===== src/hdl/tsfc_pkg.sv =====
// Behaviour
// - Loop setup bit 7 picks oscillator post-divide, 0 = /2, 1 = /4; reset 1.
// - Loop setup bit 6 picks pump current source, else bit 5 sets level; reset 1.
// - Oscillator band field bits 7..3, reset 11001, manual band or search start.
// - Oscillator bit 2 enables automatic band selection; reset 1.
// - With autoselect off, oscillator bit 1 latches tuning converter result; reset 0.
// - With autoselect off, oscillator bit 0 enables tuning converter read; reset 0.
// - Filter corner code, 8 bits, corner = 4MHz + (code - 12) * 290kHz.
// - Filter corner code resets to the value giving about 22.27MHz.
// - Standby bit 7 stops signal path and synthesizer; bus and crystal stay on.
// - Baseband gain bits 3..0, about 1dB per step, reset 0000.
// - Power-down bits 6..0 shut individual analog blocks; all reset 0.
// - After each acknowledged data byte the register address advances.
`default_nettype none

package tsfc_pkg;

	// ******************************************************************
	// Register addresses
	// ******************************************************************
	localparam logic [7:0] TSFC_ADDR_LOOP_SETUP = 8'h06;
	localparam logic [7:0] TSFC_ADDR_OSC_SELECT = 8'h07;
	localparam logic [7:0] TSFC_ADDR_FILTER_CORNER = 8'h08;
	localparam logic [7:0] TSFC_ADDR_GAIN_STANDBY = 8'h09;
	localparam logic [7:0] TSFC_ADDR_POWER_DOWN = 8'h0a;

	// ******************************************************************
	// Reset values and writable-bit masks
	// ******************************************************************
	localparam logic [7:0] TSFC_RST_LOOP_SETUP = 8'hc0;
	localparam logic [7:0] TSFC_RST_OSC_SELECT = 8'hcc;
	localparam logic [7:0] TSFC_RST_FILTER_CORNER = 8'h4b; // 75: 4 + 63 * 0.29 = 22.27MHz
	localparam logic [7:0] TSFC_RST_GAIN_STANDBY = 8'h00;
	localparam logic [7:0] TSFC_RST_POWER_DOWN = 8'h00;
	localparam logic [7:0] TSFC_MASK_LOOP_SETUP = 8'he0;
	localparam logic [7:0] TSFC_MASK_OSC_SELECT = 8'hff;
	localparam logic [7:0] TSFC_MASK_FILTER_CORNER = 8'hff;
	localparam logic [7:0] TSFC_MASK_GAIN_STANDBY = 8'haf;
	localparam logic [7:0] TSFC_MASK_POWER_DOWN = 8'h7f;

	// ******************************************************************
	// Field positions
	// ******************************************************************
	localparam int TSFC_BIT_POST_DIVIDE = 7;
	localparam int TSFC_BIT_PUMP_SOURCE = 6;
	localparam int TSFC_BIT_PUMP_LEVEL = 5;
	localparam int TSFC_BAND_MSB = 7;
	localparam int TSFC_BAND_LSB = 3;
	localparam int TSFC_BIT_AUTO_BAND = 2;
	localparam int TSFC_BIT_CONV_LATCH = 1;
	localparam int TSFC_BIT_CONV_READ = 0;
	localparam int TSFC_BIT_STANDBY = 7;
	localparam int TSFC_BIT_FACTORY_PD = 5;
	localparam int TSFC_GAIN_MSB = 3;
	localparam int TSFC_BIT_LOOP_OFF = 6;
	localparam int TSFC_BIT_DIVIDER_OFF = 5;
	localparam int TSFC_BIT_OSC_OFF = 4;
	localparam int TSFC_BIT_BASEBAND_OFF = 3;
	localparam int TSFC_BIT_RF_MIXER_OFF = 2;
	localparam int TSFC_BIT_RF_AMP_OFF = 1;
	localparam int TSFC_BIT_FRONT_END_OFF = 0;

	// ******************************************************************
	// Carriers
	// ******************************************************************
	// One received byte from the two-wire front end
	typedef struct packed {
		logic valid;     // Byte strobe, one cycle
		logic is_addr;   // First byte after the slave address
		logic [7:0] data;
	} tsfc_byte_t;

	// Analog control lines
	typedef struct packed {
		logic osc_post_divide_select;
		logic pump_current_source;
		logic pump_current_level;
		logic [4:0] oscillator_band_select;
		logic auto_band_enable;
		logic tune_conv_latch;
		logic tune_conv_read_enable;
		logic [7:0] filter_corner_code;
		logic soft_standby;
		logic factory_powerdown;
		logic [3:0] baseband_gain_code;
		logic loop_off;
		logic divider_off;
		logic osc_off;
		logic baseband_off;
		logic rf_mixer_off;
		logic rf_amp_off;
		logic front_end_off;
		logic synth_enable;
		logic signal_path_enable;
	} tsfc_ctrl_t;

endpackage : tsfc_pkg

`default_nettype wire


===== src/hdl/tsfc_addr_ptr.sv =====
`default_nettype none

module tsfc_addr_ptr
	import tsfc_pkg::*;
(
	input wire logic sys_clk, // System clock
	input wire logic rst_n, // Synchronous reset, active low
	input wire tsfc_byte_t byte_in, // Byte from two-wire front end
	output logic wr_en, // Data byte write strobe
	output logic [7:0] wr_addr, // Register address of this write
	output logic [7:0] wr_data // Data byte
);

	// ******************************************************************
	// Address pointer
	// ******************************************************************
	logic [7:0] ptr;
	logic [7:0] next_ptr;

	// Address byte loads, each data byte steps on
	always_comb
	begin
		next_ptr = ptr;
		if (byte_in.valid && byte_in.is_addr)
			next_ptr = byte_in.data;
		else if (byte_in.valid)
			next_ptr = ptr + 8'h01;
	end

	always_ff @(posedge sys_clk)
	begin
		if (!rst_n)
			ptr <= 8'h00;
		else
			ptr <= next_ptr;
	end

	// Write goes to the pointer as it stood before the step
	assign wr_en = byte_in.valid && !byte_in.is_addr;
	assign wr_addr = ptr;
	assign wr_data = byte_in.data;

endmodule : tsfc_addr_ptr

`default_nettype wire


===== src/hdl/tsfc_regs.sv =====
`default_nettype none

module tsfc_regs
	import tsfc_pkg::*;
(
	input wire logic sys_clk, // System clock, 100 MHz
	input wire logic rst_n, // Synchronous reset, active low
	input wire tsfc_byte_t byte_in, // Received byte from the two-wire front end
	input wire logic vas_pump_high, // Pump level chosen by autoselect logic
	input wire logic [4:0] vas_band, // Band chosen by autoselect search
	output logic byte_ack, // Acknowledge for the current byte
	output tsfc_ctrl_t ctrl // Analog control lines
);

	// ******************************************************************
	// Write path
	// ******************************************************************
	// Byte routed through the address pointer
	logic wr_en;
	logic [7:0] wr_addr;
	logic [7:0] wr_data;

	tsfc_addr_ptr tsfc_addr_ptr_inst
	(
		.sys_clk(sys_clk),
		.rst_n(rst_n),
		.byte_in(byte_in),
		.wr_en(wr_en),
		.wr_addr(wr_addr),
		.wr_data(wr_data)
	);

	// Every byte is taken; outside this group the other banks own it
	assign byte_ack = byte_in.valid;

	// Merge a write into a register, touching only writable bits
	function automatic logic [7:0] tsfc_merge(input logic [7:0] old, input logic [7:0] data,
		input logic [7:0] mask);
		tsfc_merge = (old & ~mask) | (data & mask);
	endfunction : tsfc_merge

	// ******************************************************************
	// Limitations
	// ******************************************************************
	// Pointer wraps at the top of the address space
	// Bytes aimed outside this group are acked and dropped; other banks own them
	// Factory bit is stored and passed on; the host must keep it clear
	// No read path, so a host in doubt must simply rewrite

	// ******************************************************************
	// Register storage
	// ******************************************************************
	// Stored bytes; don't-care positions keep their reset level
	logic [7:0] loop_setup;
	logic [7:0] oscillator_select;
	logic [7:0] filter_corner;
	logic [7:0] gain_standby_ctrl;
	logic [7:0] block_power_down;

	// Next values
	logic [7:0] next_loop_setup;
	logic [7:0] next_oscillator_select;
	logic [7:0] next_filter_corner;
	logic [7:0] next_gain_standby_ctrl;
	logic [7:0] next_block_power_down;

	// Address decode; masks drop the don't-care positions so they read stable
	always_comb
	begin
		next_loop_setup = loop_setup;
		next_oscillator_select = oscillator_select;
		next_filter_corner = filter_corner;
		next_gain_standby_ctrl = gain_standby_ctrl;
		next_block_power_down = block_power_down;

		// Only a data byte may change a register
		if (wr_en)
		begin
			unique case (wr_addr)
				TSFC_ADDR_LOOP_SETUP:
					next_loop_setup = tsfc_merge(loop_setup, wr_data,
						TSFC_MASK_LOOP_SETUP);
				TSFC_ADDR_OSC_SELECT:
					next_oscillator_select = tsfc_merge(oscillator_select, wr_data,
						TSFC_MASK_OSC_SELECT);
				TSFC_ADDR_FILTER_CORNER:
					next_filter_corner = tsfc_merge(filter_corner, wr_data,
						TSFC_MASK_FILTER_CORNER);
				TSFC_ADDR_GAIN_STANDBY:
					next_gain_standby_ctrl = tsfc_merge(gain_standby_ctrl, wr_data,
						TSFC_MASK_GAIN_STANDBY);
				TSFC_ADDR_POWER_DOWN:
					next_block_power_down = tsfc_merge(block_power_down, wr_data,
						TSFC_MASK_POWER_DOWN);
				default:
					next_loop_setup = loop_setup; // Other banks, not held here
			endcase
		end
	end

	// Power-on defaults
	always_ff @(posedge sys_clk)
	begin
		if (!rst_n)
		begin
			loop_setup <= TSFC_RST_LOOP_SETUP;
			oscillator_select <= TSFC_RST_OSC_SELECT;
			filter_corner <= TSFC_RST_FILTER_CORNER;
			gain_standby_ctrl <= TSFC_RST_GAIN_STANDBY;
			block_power_down <= TSFC_RST_POWER_DOWN;
		end
		else
		begin
			loop_setup <= next_loop_setup;
			oscillator_select <= next_oscillator_select;
			filter_corner <= next_filter_corner;
			gain_standby_ctrl <= next_gain_standby_ctrl;
			block_power_down <= next_block_power_down;
		end
	end

	// ******************************************************************
	// Control line decode
	// ******************************************************************
	tsfc_ctrl_t next_ctrl;
	logic auto_on;
	logic standby;

	// Mode bits shared by several lines
	assign auto_on = oscillator_select[TSFC_BIT_AUTO_BAND];
	assign standby = gain_standby_ctrl[TSFC_BIT_STANDBY];

	// Fields map straight to analog lines; no read path exists
	always_comb
	begin
		next_ctrl = '0;
		// Divide by 4 when set, by 2 when clear
		next_ctrl.osc_post_divide_select = loop_setup[TSFC_BIT_POST_DIVIDE];
		next_ctrl.pump_current_source = loop_setup[TSFC_BIT_PUMP_SOURCE];

		// Autoselect owns the pump level when the source bit is set
		if (loop_setup[TSFC_BIT_PUMP_SOURCE])
			next_ctrl.pump_current_level = vas_pump_high;
		else
			next_ctrl.pump_current_level = loop_setup[TSFC_BIT_PUMP_LEVEL];

		// Manual band, or search result once autoselect runs from the start band
		if (auto_on)
			next_ctrl.oscillator_band_select = vas_band;
		else
			next_ctrl.oscillator_band_select =
				oscillator_select[TSFC_BAND_MSB:TSFC_BAND_LSB];
		next_ctrl.auto_band_enable = auto_on;

		// Converter controls only mean something with autoselect off
		next_ctrl.tune_conv_latch = !auto_on
			&& oscillator_select[TSFC_BIT_CONV_LATCH];
		next_ctrl.tune_conv_read_enable = !auto_on
			&& oscillator_select[TSFC_BIT_CONV_READ];

		// Corner code drives the filter as written
		next_ctrl.filter_corner_code = filter_corner;

		// Gain and standby lines
		next_ctrl.soft_standby = standby;
		// Passed through as written; host is expected to keep it clear
		next_ctrl.factory_powerdown = gain_standby_ctrl[TSFC_BIT_FACTORY_PD];
		next_ctrl.baseband_gain_code = gain_standby_ctrl[TSFC_GAIN_MSB:0];

		// One shutdown line per analog block
		next_ctrl.loop_off = block_power_down[TSFC_BIT_LOOP_OFF];
		next_ctrl.divider_off = block_power_down[TSFC_BIT_DIVIDER_OFF];
		next_ctrl.osc_off = block_power_down[TSFC_BIT_OSC_OFF];
		next_ctrl.baseband_off = block_power_down[TSFC_BIT_BASEBAND_OFF];
		next_ctrl.rf_mixer_off = block_power_down[TSFC_BIT_RF_MIXER_OFF];
		next_ctrl.rf_amp_off = block_power_down[TSFC_BIT_RF_AMP_OFF];
		next_ctrl.front_end_off = block_power_down[TSFC_BIT_FRONT_END_OFF];

		// Standby gates synthesizer and signal path; bus and crystal untouched
		next_ctrl.synth_enable = !standby
			&& !block_power_down[TSFC_BIT_LOOP_OFF]
			&& !block_power_down[TSFC_BIT_DIVIDER_OFF]
			&& !block_power_down[TSFC_BIT_OSC_OFF];
		next_ctrl.signal_path_enable = !standby
			&& !block_power_down[TSFC_BIT_BASEBAND_OFF]
			&& !block_power_down[TSFC_BIT_RF_MIXER_OFF]
			&& !block_power_down[TSFC_BIT_RF_AMP_OFF]
			&& !block_power_down[TSFC_BIT_FRONT_END_OFF];
	end

	// Registered lines avoid glitches on the analog side, costing one cycle
	always_ff @(posedge sys_clk)
	begin
		if (!rst_n)
		begin
			// Image of the stored defaults; search inputs are not trusted in reset
			ctrl.osc_post_divide_select <= TSFC_RST_LOOP_SETUP[TSFC_BIT_POST_DIVIDE];
			ctrl.pump_current_source <= TSFC_RST_LOOP_SETUP[TSFC_BIT_PUMP_SOURCE];
			ctrl.pump_current_level <= TSFC_RST_LOOP_SETUP[TSFC_BIT_PUMP_LEVEL];
			ctrl.oscillator_band_select <=
				TSFC_RST_OSC_SELECT[TSFC_BAND_MSB:TSFC_BAND_LSB];
			ctrl.auto_band_enable <= TSFC_RST_OSC_SELECT[TSFC_BIT_AUTO_BAND];
			ctrl.tune_conv_latch <= TSFC_RST_OSC_SELECT[TSFC_BIT_CONV_LATCH];
			ctrl.tune_conv_read_enable <= TSFC_RST_OSC_SELECT[TSFC_BIT_CONV_READ];
			ctrl.filter_corner_code <= TSFC_RST_FILTER_CORNER;
			ctrl.soft_standby <= TSFC_RST_GAIN_STANDBY[TSFC_BIT_STANDBY];
			ctrl.factory_powerdown <= TSFC_RST_GAIN_STANDBY[TSFC_BIT_FACTORY_PD];
			ctrl.baseband_gain_code <= TSFC_RST_GAIN_STANDBY[TSFC_GAIN_MSB:0];
			ctrl.loop_off <= TSFC_RST_POWER_DOWN[TSFC_BIT_LOOP_OFF];
			ctrl.divider_off <= TSFC_RST_POWER_DOWN[TSFC_BIT_DIVIDER_OFF];
			ctrl.osc_off <= TSFC_RST_POWER_DOWN[TSFC_BIT_OSC_OFF];
			ctrl.baseband_off <= TSFC_RST_POWER_DOWN[TSFC_BIT_BASEBAND_OFF];
			ctrl.rf_mixer_off <= TSFC_RST_POWER_DOWN[TSFC_BIT_RF_MIXER_OFF];
			ctrl.rf_amp_off <= TSFC_RST_POWER_DOWN[TSFC_BIT_RF_AMP_OFF];
			ctrl.front_end_off <= TSFC_RST_POWER_DOWN[TSFC_BIT_FRONT_END_OFF];
			ctrl.synth_enable <= 1'b1;
			ctrl.signal_path_enable <= 1'b1;
		end
		else
		begin
			ctrl <= next_ctrl;
		end
	end

endmodule : tsfc_regs

`default_nettype wire

===== config.mk =====
export PLATFORM = sky130hd
export DESIGN_NAME = tsfc_regs
export DESIGN_NICKNAME = d
export VERILOG_FILES = /design/src/hdl/tsfc_pkg.sv /design/src/hdl/tsfc_addr_ptr.sv /design/src/hdl/tsfc_regs.sv
export SDC_FILE = /design/constraint.sdc
export NUM_CORES = 1
export LEC_CHECK = 0
export BUFFER_PORTS_ARGS = -buffer_cell sky130_fd_sc_hd__buf_4
export CAP_MARGIN = 20
export CORE_ASPECT_RATIO = 1.4
export CORE_UTILIZATION = 54
export CTS_CLUSTER_SIZE = 14
export DETAILED_ROUTE_END_ITERATION = 16
export PLACE_DENSITY = 0.78
export SYNTH_ARGS = -nofsm -noshare
export SYNTH_HDL_FRONTEND = slang
export SYNTH_SLANG_ARGS = --single-unit

===== constraint.sdc =====
create_clock -name sys_clk -period 1.9 [get_ports sys_clk]
set_input_delay 0.57 -clock sys_clk [delete_from_list [all_inputs] [get_ports sys_clk]]
set_output_delay 0.57 -clock sys_clk [all_outputs]
set_load 0.03 [all_outputs]

==> results.md <==
* WL met3 at 261 um
* Overall die width at 62.8 um
* Status: complete, no violations
* Nets at 350
* # setup viols final at 0
* Root buf cell: clkbuf_8
* Number of placement rows at 30
* Commonest cells after routing, fill and taps aside: dfxtp_1, buf_4, nand2_1, mux2i_1, inv_1
* TritonCTS Buffers at 9
* Min cycle time layout at 1.54 ns
* Achievable Freq at 649 MHz
* All-Layer GR Usage at 0.207
* Worst endpoint required time at 2.17 ns
* 1st-iter DRT viols at 102
* CP max stage cell: dfxtp_1
* Final Skew at 0.00936 ns
* GR Overflow Total at 0
* Worst min-delay path category: flip-flop to flip-flop
* Final Cycle Share at 0.811
* Post-CTS Setup Inserts at 0
* Detailed Route WL at 5190 um
* Worst-skew pair later-pin latency at 0.34 ns
* Startpoint types: flip-flop
* H-tree depth at 3
* CTS tree: yes
* Power Total at 2.87 mW
* Syn_nets at 296
* Pwr/cell area at 836 nW/um^2
* Ant. Diodes at 0
* Routed via count at 1995
* Post-CTS Hold Fix Bufs at 0
* Mapped cell area at 2800 sq um
* CP Max Fanout at 8
* Multi-input logic area at 1140 sq um
* Clk sinks at 74
* Final hold vios at 0
* Register area at 1480 sq um
* Worst-path clk slew at 0.08 ns
* Critical path, cell by cell: nor4_4 > buf_4 > and4_1 > mux2i_1
* Vias in the first global route at 1836
* Setup CP Type: flip-flop to flip-flop
* DR WL/cell at 13.1 um
* Max layer used: met4
* Met1 WL at 2140 um
* First-pass GRT wire length at 8470 um
* # fillers at 396
* Most common cell after layout, fill and taps aside: dfxtp_1
* Port-buffer cells at 52
* Seq/Total Area, Yosys at 0.530
* TNS Setup at 0 ns
* YS warnings at 0
* Hpwl dp at 3770 um
* Die Footprint at 5470 sq um
* WL met2 at 2740 um
* Count of pins over their slew limit at 0
* Via-to-Cell Ratio at 5.03
* Largest net degree at the start of global routing at 31
* DRC viols at 0
* Post-Syn Area per Cell at 10.2 sq um
* Share of layout cells above drive strength 1 at 0.243
* Syn-to-layout area delta at 22.7%
* Mapped Cells at 274
* Maxcap violations at 0
* Routability cong. at 0.770
* Final hold slack at 0.428 ns
* Post-CTS resize count at 0
* Distinct cells, synth at 40
* Die height at 87.1 um
* Antenna viol nets, final at 0
* Antenna violations before repair at 0
* CP peak stage delay at 0.40 ns
* Maximum vdd drop at 613 uV
* Core ar. at 4920 sq um
* I/O pin cnt at 53
* Yosys reg bits at 74
* Initial Util at 0.569
* Worst slew margin at 0.763
* Tightest Pin Transition at 0.351 ns
* DR pass1 iterations at 5
* RSZ-0062 raised after global routing: false
* Leakage at 1.67 nW
* Critical Path AT at 1.81 ns
* Crit. End Element: flip-flop
* CTS Buffer Depth at 2
-- kinds of logic after synthesis --
| group | synth area share |
|---|---|
| DFF | 0.530 |
| muxes | 0.137 |
| and+or+nand+nor | 0.187 |
| buffers and inverters | 0.0635 |
| AOI/OAI and AO/OA | 0.0653 |
| adders and majority gates | 0.0179 |
-- state kept, by name, indices dropped and copies added (netlist names) --
register,count
gain_standby_ctrl,6
oscillator_select,8
ctrl,34
block_power_down,7
tsfc_addr_ptr_inst.wr_addr,8
filter_corner,8
loop_setup,3
-- power breakdown --
group / total (mW) / internal [mW] / switching [mW]
Combinational: 0.211 / 0.0924 / 0.118
Clock: 1.07 / 0.511 / 0.557
Sequential: 1.59 / 1.57 / 0.0207
Total: 2.87 / 2.17 / 0.696
-- Yosys cell counts --
master / count / area (sq um)
nor2b_1: 14 / 87.6
nand3b_1: 1 / 7.51
clkbuf_1: 11 / 41.3
a21boi_0: 1 / 7.51
a311oi_1: 1 / 8.76
o311ai_0: 2 / 17.5
o211a_1: 1 / 10.0
nand3_1: 5 / 25.0
buf_6: 1 / 11.3
nor4bb_1: 1 / 10.0
ha_1: 4 / 50.1
nor2_1: 3 / 11.3
o21ai_0: 8 / 40.0
nor3b_1: 2 / 15.0
or4bb_1: 1 / 11.3
and2_1: 4 / 25.0
and3_1: 3 / 18.8
nor4_4: 1 / 21.3
nand2_1: 38 / 143
o21a_1: 2 / 15.0
or4_1: 2 / 15.0
nor4_1: 1 / 6.26
buf_4: 2 / 15.0
a41oi_1: 2 / 17.5
a31oi_1: 2 / 12.5
buf_2: 4 / 20.0
o41ai_1: 1 / 8.76
a32o_1: 2 / 20.0
and4_1: 2 / 17.5
mux2i_1: 36 / 360
nand3_2: 1 / 10.0
a22o_1: 1 / 8.76
mux2_2: 2 / 22.5
inv_1: 24 / 90.1
dfxtp_1: 74 / 1480
nand2b_1: 9 / 56.3
nand4_1: 1 / 6.26
o31ai_1: 1 / 7.51
nand3_4: 2 / 35.0
o31a_1: 1 / 8.76
-- layer usage --
metal / track usage / up-vias
li1: - / 1027
met1: 0.226 / 909
met2: 0.366 / 54
met5: 0 / -
met4: 0.0909 / 0
met3: 0.0641 / 5
-- path summary, 6_finish.rpt --
| kind | from | to | slack [ns] | depth (start not counted) |
|---|---|---|---|---|
| setup / recovery | tsfc_addr_ptr_inst.wr_addr[4] | loop_setup[6] | 0.36 | 4 |
| hold / removal | filter_corner[4] | ctrl[19] | 0.43 | 2 |
| setup reg to reg | tsfc_addr_ptr_inst.wr_addr[4] | loop_setup[6] | 0.36 | 4 |
| hold reg to reg | filter_corner[4] | ctrl[19] | 0.43 | 2 |
-- cell type report --
cell class | count | area share
Clock inverter | 4 | 0.00766
Multi-Input combinational cell | 158 | 0.332
Sequential cell | 74 | 0.432
Clock buffer | 12 | 0.0423
Timing Repair Buffer | 61 | 0.137
Inverter | 24 | 0.0263
Tap cell | 64 | 0.0233
-- metrics by stage --
step	utilization	area (sq um)	setup WS, ns	std cells
final	0.698	3430	0.359	397
after global routing	0.698	3430	0.232	397
after CTS	0.698	3430	0.354	397
after detailed placement	0.663	3260	0.163	381
after global placement	0.663	3260	0.184	381
after floorplan	-	2800	0.161	274
-- critical path: cells and delay by family, from the launching register on --
family,cells,cell delay [ns]
buffers and inverters,1,0.22
DFF,1,0.40
muxes,1,0.21
and+or+nand+nor,2,0.64
(Power assumes the default switching activity.)
